### src/core/pgc_pkg.sv
// Package with register map, field layout and timing constants of the PWM and I/O configuration block
package pgc_pkg;

  // ---------------------------------------------------------------
  // Register offsets
  // ---------------------------------------------------------------
  localparam logic [6:0] PGC_ADDR_IO_PIN_CONFIG = 7'h17;
  localparam logic [6:0] PGC_ADDR_PWM_ONE_DUTY = 7'h18;
  localparam logic [6:0] PGC_ADDR_PWM_TWO_DUTY = 7'h19;
  localparam logic [6:0] PGC_ADDR_PWM_FREQ_SEL = 7'h1C;
  localparam logic [6:0] PGC_ADDR_HOST_SCRATCH = 7'h1E;

  // ---------------------------------------------------------------
  // Reset values and field positions
  // ---------------------------------------------------------------
  localparam logic [7:0] PGC_RST_BYTE = 8'h00;
  localparam int PGC_POS_FREQ_A = 0;
  localparam int PGC_POS_FREQ_B = 2;
  localparam logic [7:0] PGC_FREQ_MASK = 8'h05;

  // ---------------------------------------------------------------
  // Timing: counter steps and step lengths at 200 MHz
  // ---------------------------------------------------------------
  localparam int PGC_CLK_HZ = 200000000;
  localparam int PGC_PWM_STEPS = 255;
  localparam int PGC_SLOW_HZ = 200;
  localparam int PGC_FAST_HZ = 400;
  localparam int PGC_SLOW_STEP_CYC = PGC_CLK_HZ / (PGC_SLOW_HZ * PGC_PWM_STEPS);
  localparam int PGC_FAST_STEP_CYC = PGC_CLK_HZ / (PGC_FAST_HZ * PGC_PWM_STEPS);
  localparam int PGC_FO_HZ = 200;
  localparam int PGC_FO_PERIOD_CYC = PGC_CLK_HZ / PGC_FO_HZ;
  localparam int PGC_FILT_US = 16;
  localparam int PGC_FILT_CYC = (PGC_FILT_US * (PGC_CLK_HZ / 1000000));

  // ---------------------------------------------------------------
  // I/O pin mode codes
  // ---------------------------------------------------------------
  localparam logic [2:0] PGC_MODE_OFF = 3'h4;
  localparam logic [2:0] PGC_MODE_WAKE = 3'h5;
  localparam logic [2:0] PGC_MODE_LOW_SIDE = 3'h6;
  localparam logic [2:0] PGC_MODE_HIGH_SIDE = 3'h7;

  // ---------------------------------------------------------------
  // Carriers
  // ---------------------------------------------------------------
  typedef struct packed {
    logic wr;
    logic rd;
    logic [6:0] addr;
    logic [7:0] wdata;
  } pgc_req_s;

  typedef struct packed {
    logic fixed_freq_output;
    logic low_side_on;
    logic high_side_on;
    logic wake_enable;
    logic wake_level;
  } pgc_pin_s;

endpackage : pgc_pkg

### src/core/pgc_top.sv
// PWM channels, I/O pin configuration and host scratch byte of the system basis device
`timescale 1ns/1ps
// Summary of operation
// RULE1: Fixed-frequency output duty is 20, 10, 5 or 2.5 percent by two-bit select.
// RULE2: Pin b mode: 0-3 fixed output, 4 off, 5 filtered wake, 6 low, 7 high.
// RULE3: Software assigns the matching timer to a high-side switch when using filters.
// RULE4: Eight-bit duty gives on-time value/255; zero always off, all ones always on.
// RULE5: Very short on-times such as duty one need not be realised by the switch.
// RULE6: Frequency bit 0 channel a, bit 2 channel b; clear 200 Hz, set 400 Hz.
// RULE7: PWM period derives from the internal system clock and shares its tolerance.
// RULE8: Frequency-select reserved bits 7:3 and 1 always read zero.
// RULE9: Scratch byte is written only by the host, never by device logic.
// RULE10: Scratch byte clears on power-up only and survives soft reset.
// RULE11: Scratch byte is not cleared entering fail-safe or restart modes.
// RULE12: Scratch byte is reachable only in normal mode.
// RULE13: High-side code 100 follows channel a, code 101 follows channel b.
// RULE14: Pin a mode is bits 2:0 with the same code set as pin b.
// RULE15: Free-running 255-step counter; new settings take effect at the period boundary.
module pgc_top
  import pgc_pkg::*;
#(
  parameter int STEPS = PGC_PWM_STEPS,
  parameter int SLOW_STEP_CYC = PGC_SLOW_STEP_CYC,
  parameter int FAST_STEP_CYC = PGC_FAST_STEP_CYC,
  parameter int FO_PERIOD_CYC = PGC_FO_PERIOD_CYC,
  parameter int FILT_CYC = PGC_FILT_CYC
) (
  input wire logic clk,
  input wire logic nrst,
  input wire logic por_nrst,
  input wire logic normal_mode,
  input wire pgc_req_s req,
  output logic [7:0] rdata,
  input wire logic [2:0] hs_cfg [4],
  output logic [3:0] hs_pwm_sel,
  output logic [3:0] hs_pwm_drive,
  output logic pulse_channel_a,
  output logic pulse_channel_b,
  input wire logic [1:0] io_pin_in,
  output pgc_pin_s [1:0] io_pin_out
);

  // ---------------------------------------------------------------
  // Registers
  // ---------------------------------------------------------------
  logic [7:0] cfg_q, cfg_d;
  logic [7:0] duty_a_q, duty_a_d;
  logic [7:0] duty_b_q, duty_b_d;
  logic [7:0] freq_q, freq_d;
  logic [7:0] scratch_q, scratch_d;
  logic [7:0] rdata_d;
  logic [1:0] fixed_out_duty_sel;
  logic [2:0] io_pin_a_mode, io_pin_b_mode;

  assign fixed_out_duty_sel = cfg_q[7:6];
  assign io_pin_b_mode = cfg_q[5:3];
  assign io_pin_a_mode = cfg_q[2:0]; // RULE14

  always_comb begin
    cfg_d = cfg_q;
    duty_a_d = duty_a_q;
    duty_b_d = duty_b_q;
    freq_d = freq_q;
    scratch_d = scratch_q;
    rdata_d = rdata;
    if (req.wr) begin
      case (req.addr)
        PGC_ADDR_IO_PIN_CONFIG: cfg_d = req.wdata;
        PGC_ADDR_PWM_ONE_DUTY: duty_a_d = req.wdata;
        PGC_ADDR_PWM_TWO_DUTY: duty_b_d = req.wdata;
        PGC_ADDR_PWM_FREQ_SEL: freq_d = req.wdata & PGC_FREQ_MASK; // RULE8
        PGC_ADDR_HOST_SCRATCH: begin
          if (normal_mode) begin
            scratch_d = req.wdata; // RULE9 RULE12
          end
        end
        default: ;
      endcase
    end
    if (req.rd) begin
      case (req.addr)
        PGC_ADDR_IO_PIN_CONFIG: rdata_d = cfg_q;
        PGC_ADDR_PWM_ONE_DUTY: rdata_d = duty_a_q;
        PGC_ADDR_PWM_TWO_DUTY: rdata_d = duty_b_q;
        PGC_ADDR_PWM_FREQ_SEL: rdata_d = freq_q & PGC_FREQ_MASK; // RULE8
        PGC_ADDR_HOST_SCRATCH: rdata_d = normal_mode ? scratch_q : PGC_RST_BYTE; // RULE12
        default: rdata_d = PGC_RST_BYTE;
      endcase
    end
  end

  always_ff @(posedge clk) begin
    if (!nrst) begin
      cfg_q <= PGC_RST_BYTE;
      duty_a_q <= PGC_RST_BYTE;
      duty_b_q <= PGC_RST_BYTE;
      freq_q <= PGC_RST_BYTE;
      rdata <= PGC_RST_BYTE;
    end else begin
      cfg_q <= cfg_d;
      duty_a_q <= duty_a_d;
      duty_b_q <= duty_b_d;
      freq_q <= freq_d;
      rdata <= rdata_d;
    end
  end

  // Scratch byte has its own power-on reset only
  always_ff @(posedge clk) begin
    if (!por_nrst) begin
      scratch_q <= PGC_RST_BYTE; // RULE10 RULE11
    end else begin
      scratch_q <= scratch_d;
    end
  end

  // ---------------------------------------------------------------
  // PWM channels
  // ---------------------------------------------------------------
  logic [7:0] duty_all [2];
  logic [1:0] fsel_all;
  logic [1:0] pwm_out;
  assign duty_all[0] = duty_a_q;
  assign duty_all[1] = duty_b_q;
  assign fsel_all[0] = freq_q[PGC_POS_FREQ_A]; // RULE6
  assign fsel_all[1] = freq_q[PGC_POS_FREQ_B]; // RULE6

  for (genvar ch = 0; ch < 2; ch++) begin : g_pwm
    logic [19:0] pre_q, pre_d;
    logic [7:0] step_q, step_d;
    logic [7:0] act_duty_q, act_duty_d;
    logic act_fast_q, act_fast_d;
    logic out_q, out_d;
    logic [19:0] step_len;
    always_comb begin
      step_len = act_fast_q ? 20'(FAST_STEP_CYC - 1) : 20'(SLOW_STEP_CYC - 1); // RULE7
      pre_d = pre_q + 20'h00001;
      step_d = step_q;
      act_duty_d = act_duty_q;
      act_fast_d = act_fast_q;
      if (pre_q >= step_len) begin
        pre_d = 20'h00000;
        step_d = step_q + 8'h01;
        if (step_q >= 8'(STEPS - 1)) begin
          step_d = 8'h00; // RULE15
          act_duty_d = duty_all[ch]; // RULE15
          act_fast_d = fsel_all[ch]; // RULE15
        end
      end
      // Duty one yields a single step; the switch may not resolve it
      out_d = (step_d < act_duty_d); // RULE4 RULE5
    end
    always_ff @(posedge clk) begin
      if (!nrst) begin
        pre_q <= 20'h00000;
        step_q <= 8'h00;
        act_duty_q <= PGC_RST_BYTE;
        act_fast_q <= 1'b0;
        out_q <= 1'b0;
      end else begin
        pre_q <= pre_d;
        step_q <= step_d;
        act_duty_q <= act_duty_d;
        act_fast_q <= act_fast_d;
        out_q <= out_d;
      end
    end
    assign pwm_out[ch] = out_q;
  end

  assign pulse_channel_a = pwm_out[0];
  assign pulse_channel_b = pwm_out[1];

  // ---------------------------------------------------------------
  // High-side switch PWM selection
  // ---------------------------------------------------------------
  for (genvar hs = 0; hs < 4; hs++) begin : g_hs
    assign hs_pwm_sel[hs] = (hs_cfg[hs] == 3'h4) || (hs_cfg[hs] == 3'h5); // RULE13
    assign hs_pwm_drive[hs] = (hs_cfg[hs] == 3'h4) ? pwm_out[0] :
                              (hs_cfg[hs] == 3'h5) ? pwm_out[1] : 1'b0; // RULE13
  end

  // ---------------------------------------------------------------
  // Fixed-frequency output and I/O pins
  // ---------------------------------------------------------------
  logic [23:0] fo_cnt_q, fo_cnt_d;
  logic [23:0] fo_on_cyc;
  logic fo_q, fo_d;
  always_comb begin
    case (fixed_out_duty_sel)
      2'h0: fo_on_cyc = 24'(FO_PERIOD_CYC / 5); // RULE1
      2'h1: fo_on_cyc = 24'(FO_PERIOD_CYC / 10); // RULE1
      2'h2: fo_on_cyc = 24'(FO_PERIOD_CYC / 20); // RULE1
      default: fo_on_cyc = 24'(FO_PERIOD_CYC / 40); // RULE1
    endcase
    fo_cnt_d = (fo_cnt_q >= 24'(FO_PERIOD_CYC - 1)) ? 24'h000000 : fo_cnt_q + 24'h000001;
    fo_d = fo_cnt_d < fo_on_cyc;
  end
  always_ff @(posedge clk) begin
    if (!nrst) begin
      fo_cnt_q <= 24'h000000;
      fo_q <= 1'b0;
    end else begin
      fo_cnt_q <= fo_cnt_d;
      fo_q <= fo_d;
    end
  end

  logic [2:0] pin_mode [2];
  assign pin_mode[0] = io_pin_a_mode;
  assign pin_mode[1] = io_pin_b_mode;

  for (genvar p = 0; p < 2; p++) begin : g_pin
    logic [11:0] filt_q, filt_d;
    logic lvl_q, lvl_d;
    pgc_pin_s o_q, o_d;
    always_comb begin
      filt_d = filt_q;
      lvl_d = lvl_q;
      if (io_pin_in[p] == lvl_q) begin
        filt_d = 12'h000;
      end else if (filt_q >= 12'(FILT_CYC - 1)) begin
        filt_d = 12'h000;
        lvl_d = io_pin_in[p]; // RULE2
      end else begin
        filt_d = filt_q + 12'h001;
      end
      o_d = '0;
      o_d.fixed_freq_output = ~pin_mode[p][2] & fo_q; // RULE2 RULE14
      o_d.low_side_on = (pin_mode[p] == PGC_MODE_LOW_SIDE); // RULE2
      o_d.high_side_on = (pin_mode[p] == PGC_MODE_HIGH_SIDE); // RULE2
      o_d.wake_enable = (pin_mode[p] == PGC_MODE_WAKE); // RULE2
      o_d.wake_level = (pin_mode[p] == PGC_MODE_WAKE) & lvl_d; // RULE2
    end
    always_ff @(posedge clk) begin
      if (!nrst) begin
        filt_q <= 12'h000;
        lvl_q <= 1'b0;
        o_q <= '0;
      end else begin
        filt_q <= filt_d;
        lvl_q <= lvl_d;
        o_q <= o_d;
      end
    end
    assign io_pin_out[p] = o_q;
  end

endmodule : pgc_top

### config.mk
export PLATFORM = sky130hd
export DESIGN_NAME = pgc_top
export DESIGN_NICKNAME = d
export VERILOG_FILES = /design/src/core/pgc_pkg.sv /design/src/core/pgc_top.sv
export SDC_FILE = /design/constraint.sdc
export NUM_CORES = 1
export LEC_CHECK = 0
export BUFFER_PORTS_ARGS = -buffer_cell sky130_fd_sc_hd__buf_2
export CAP_MARGIN = 20
export CELL_PAD_IN_SITES_DETAIL_PLACEMENT = 1
export CELL_PAD_IN_SITES_GLOBAL_PLACEMENT = 2
export CORE_MARGIN = 4
export CORE_UTILIZATION = 40
export CTS_CLUSTER_DIAMETER = 200
export DETAILED_ROUTE_END_ITERATION = 10
export PLACE_DENSITY_LB_ADDON = 0.1
export SYNTH_ARGS = -nofsm -noshare
export SYNTH_HDL_FRONTEND = slang
export SYNTH_SLANG_ARGS = --single-unit
### constraint.sdc
create_clock -name clk -period 6.5 [get_ports clk]
set_clock_uncertainty 0.2 [all_clocks]
set_input_delay 0.325 -clock clk [delete_from_list [all_inputs] [get_ports clk]]
set_output_delay 0.325 -clock clk [all_outputs]
set_load 0.02 [all_outputs]
* Word level (Yosys, flattened, before mapping)
Index checks and enable logic that the tools add are counted.
** Word-level totals
- Register bits :: 179
- Latch bits :: 0
- Bits in writable memories :: 0
- ROM bits :: 0
- Bits of input ports :: 35
- Output and inout bits :: 28
- Memories :: 0
** Cells by class
- Add/subtract/negate cells :: 7
- Multiply operators :: 0
- Div/mod/pow operators :: 0
- Order comparisons :: 10
- Equality and inequality tests :: 23
- Shift operators :: 0
- Multiplexer cells :: 26
- Bitwise gates (word level) :: 7
- Reductions and logical operators :: 16
** Operator list (number)
- 8-bit two-way mux :: 9
- 18-bit case mux with 3 select lines :: 1
- 3-bit == test, second input constant :: 14
- 20-bit by 1-bit adder with 20-bit output, second input constant :: 2
- 20-bit by 12-bit >= comparator with 1-bit output :: 2
- 8-bit case mux with 5 select lines :: 1
- 7-bit by 5-bit == test with 1-bit output, second input constant :: 5
- 12-bit by 1-bit adder with 12-bit output, second input constant :: 2
- 24-bit by 1-bit adder with 24-bit output, second input constant :: 1
- 12-bit >= comparator, second input constant :: 2
- 24-bit by 20-bit >= comparator with 1-bit output, second input constant :: 1
- 24-bit less-than comparator :: 1
- 12-bit two-way mux :: 2
- 24-bit two-way mux :: 1
- 8-bit by 1-bit adder with 8-bit output, second input constant :: 2
- 8-bit >= comparator, second input constant :: 2
- 8-bit less-than comparator :: 2
- 1-bit two-way mux :: 12
- 2-bit AND reduction :: 6
- 3-bit OR reduction :: 2
- 1-bit AND :: 4
- 1-bit logical OR :: 4
- 2-bit OR reduction :: 2
- 1-bit inverter :: 3
- other kinds (5) :: 6

* Logic depth before layout (Yosys ltp)
- Depth in word-level cells :: 4
- Gate-level depth with buffers :: 15
- Gate-level depth less buffers :: 14

* Worst setup path before layout
Ideal clock, no wire load.
- Kind :: reg-to-reg
- Start point :: reg g_pwm[1].act_fast_q
- End point :: reg g_pwm[1].out_q (netlist: pulse_channel_b)
- Setup time :: 0.081 ns
- Data arrival time :: 3.212 ns
- Data required time :: 6.219 ns
- Path slack :: 3.007 ns
- Stages on the path, launching flop included :: 15
- Cells stage by stage :: dfxtp_1 -> inv_1 -> ha_1 -> a211oi_1 -> o21ai_1 -> a221oi_2 -> nor2_1 -> buf_6 -> mux2i_1 -> ha_1 -> o21ai_0 -> a21oi_1 -> o31a_1 -> or4_1 -> a41oi_1
** On the way
- Longest elaborated chain between the ends :: 4
** Ends and longest elaborated chain
- from (decl) :: RTL line pgc_top.sv:132 : logic act_fast_q, act_fast_d;
- from (signal assigned) :: RTL line pgc_top.sv:164 : act_fast_q <= act_fast_d;
- 12-bit two-way mux (*) :: RTL line pgc_top.sv:136 : step_len = act_fast_q ? 20'(FAST_STEP_CYC - 1) : 20'(SLOW_STEP_CYC - 1);
- 20-bit by 12-bit >= comparator with 1-bit output (*) :: RTL line pgc_top.sv:141 : if (pre_q >= step_len) begin
- 8-bit two-way mux :: RTL line pgc_top.sv:141
- 8-bit less-than comparator (*) :: RTL line pgc_top.sv:151 : out_d = (step_d < act_duty_d);
- to (signal assigned) :: RTL line pgc_top.sv:165 : out_q <= out_d;
- to (decl) :: RTL line pgc_top.sv:133 : logic out_q, out_d;
Every way passes the cells marked *; elsewhere a longest branch is shown, timed or not.
A chain may end at the register's enable or synchronous reset.

* Final worst setup path
Ends and elaborated chain as after synthesis.

==> impl_metrics.toml <==
[timing]
finalSetupViolations = 0
rsz0062_at_grt = "false"
min_period_ns = 4.00
tightest_slew_ns = 1.01
setup_slack_ns = 2.50
fmax_ghz = 0.250
hold_viol = 0
period_share_pct = 61.5
slew_violations = 0
setup_tns_ns = 0
slew_headroom_pct = 32.5

[route]
drc = 0
dr.first_iter.drc_count = 252
postRouteAntennaNets = 0
num_vias = 6626
via_per_inst = 5.07
avgRoutedWirePerCell_um = 15.0
drt-total-wl_um = 19600
drt_pass1_iterations = 4

[clock_tree]
cts_made_buffers = 17
cts_setup_buffers = 0
clock-sinks = 179
clk_pin_slew_ns = 0.07
cts_resized = 0
h-tree-depth = 4
cts_tree = "done"
postCtsHoldBufs = 7
root_buffer = "clkbuf_16"
cts_buffer_depth = 2
clkLatencyLatePin_ns = 0.43

[placed_design]
gp_congestion = 0.801
dpl_cell_area_sq_um = 8920
portBuffers = 62
pre_cts_slack_ns = 2.48
place_hpwl_um = 14400

[worst_hold_path]
hold_end = "scratch_q[1]"
hold_path_depth = 3
hp-class = "primary input to register"
worstHoldStart = "req[1]"

[power]
power.leakage_nw = 3.78
power.density_nw_per_um2 = 234
ir_drop_mv = 0.157

[final_layout]
fin_nets = 1115
drive_above_1_share_pct = 10.6
final_common_cell = "dfxtp_1"
multi_input_area_sq_um = 4540
syn2layout_area_growth_pct = 14.9
nFillCells = 2459
final_cell_area_sq_um = 9550
final_core_util_pct = 46.9
ff_latch_area_sq_um = 3580
diodes = 0
final_cell_mix = "179 x dfxtp_1, 170 x nor2_1, 74 x nand2_1, 62 x buf_2, 58 x nand3_1"

[synth]
synth_edf_count = 0
ys_seq_elements = 179
ys.flop_type = "dfxtp_1"
netlist_area_sq_um = 8310
avgSynthCellArea_sq_um = 8.81
seq_area_frac_synth_pct = 43.1
yosys_warnings = 0
synth_cell_types = 61
async_flop_share_pct = 0
syn-instance-count = 944

[run_status]
status = "finished clean"

[setup_path]
end_kind = "register"
reg2reg_slack_ns = 2.50
r2r_cells = 15
required_ns = 6.66
crit_arrival_ns = 4.16
cp-start-kind = "register"
regToRegStartpoint = "g_pwm[1].act_fast_q"
cp_max_fo = 18
timing.rr.end = "pulse_channel_b"
criticalPathCategory = "register to register"

[global_routing]
grt_antenna_before_repair = 1
grt_max_degree = 58
grt_pass1_wl_um = 33500
track_usage_pct = 17.1
grt_pass1_vias = 6685
grt_overflow = 0

[floorplan]
pin_count = 63
dieHeight_um = 152
design.core.area_sq_um = 20400
rows = 52
die_w_um = 152
start_util_pct = 40.8
dieArea_sq_um = 23200

[flow_run]
drv_cap = 0
## final cells by class
class / count / share of cell area [%]
sequential: 179 / 37.5
clock buffer: 19 / 4.64
tap: 270 / 3.54
inverter: 32 / 1.26
multi-input combinational: 722 / 47.6
timing repair buffer: 72 / 4.22
clock inverter: 13 / 1.30
## how the worst max path moves through the flow
| stage | start | cells past startpoint | to | slack, ns |
|---|---|---|---|---|
| 3_5_place_dp | g_pwm[1].act_fast_q | 15 | pulse_channel_b | 2.48 |
| 4_1_cts | g_pwm[1].act_fast_q | 15 | pulse_channel_b | 2.45 |
| 5_1_grt | g_pwm[1].act_fast_q | 15 | pulse_channel_b | 2.18 |
| 6_report | g_pwm[1].act_fast_q | 15 | pulse_channel_b | 2.50 |
| 2_1_floorplan | g_pwm[1].act_fast_q | 14 | pulse_channel_b | 3.01 |
| 3_3_place_gp | g_pwm[1].act_fast_q | 14 | pulse_channel_b | 2.31 |
## metrics by stage
step / hold slack, ns / total power [W] / instances
floorplan: 0.226 / 0.00121 / 961
global placement: 0.244 / 0.00125 / 1267
detailed placement: 0.256 / 0.00125 / 1268
CTS: 0.00328 / 0.00227 / 1307
global route: 0.00996 / 0.00233 / 1307
finish: 0.0137 / 0.00223 / 1307
## cells by family after synthesis
logic type | count (synthesis) | share of synthesized area [%]
other cells | 1 | 0.0451
compound gates | 114 | 8.88
fa+ha+maj | 56 | 8.43
xor+xnor | 61 | 6.43
flops | 179 | 43.1
mux | 52 | 6.28
buf+inv | 60 | 3.02
simple gates | 421 | 23.8
## cells in the mapped netlist (all sizes together) (17+ instances only)
cell type / number / area share, %
a21oi: 36 / 2.3
nor3: 20 / 1.3
dfxtp: 179 / 43
clkbuf: 18 / 0.81
o21ai: 17 / 1.0
xor2: 30 / 3.2
mux2i: 51 / 6.1
nand3: 58 / 3.5
nand2: 75 / 3.4
xnor2: 31 / 3.3
and3: 17 / 1.3
nor2b: 17 / 1.3
inv: 32 / 1.4
ha: 56 / 8.4
nor2: 170 / 7.7
## where the power goes
group / switching, W / internal (W) / total [W] / leakage, nW
Combinational: 0.0000600 / 0.0000400 / 0.000100 / 2.05
Clock: 0.000465 / 0.000545 / 0.00101 / 0.283
Sequential: 0.0000122 / 0.00111 / 0.00112 / 1.45
## critical path: stages (launching register included)
cell	delay, ns
dfxtp_1	0.45
inv_1	0.13
ha_1	0.31
nand2_1	0.08
o21ai_0	0.23
a221oi_2	0.08
buf_4	0.20
nor2_1	0.45
buf_4	0.28
mux2i_1	0.25
ha_1	0.25
o21ai_0	0.16
a21oi_1	0.11
o31a_1	0.11
or4_1	0.47
a41oi_1	0.16
## flip-flops by register name, indices dropped and copies added, names as in the netlist, 2 cells and up
register	cells
cfg_q	8
g_pin.filt_q	24
freq_q	2
g_pwm.act_duty_q	16
g_pwm.act_fast_q	2
g_pin.lvl_q	2
duty_a_q	8
duty_b_q	8
fo_cnt_q	24
scratch_q	8
g_pwm.step_q	16
g_pwm.pre_q	40
rdata	8
io_pin_out	10
## routing by layer
metal  vias up  routed length, um  global-route usage, %
met2        56               8960                   27.9
met5         -                 20                      0
met3        17                458                   3.83
li1       3394                  -                      -
met4         2                204                   3.85
met1      3157               9970                   23.4
Note: power is estimated with default switching activity, not from simulation.
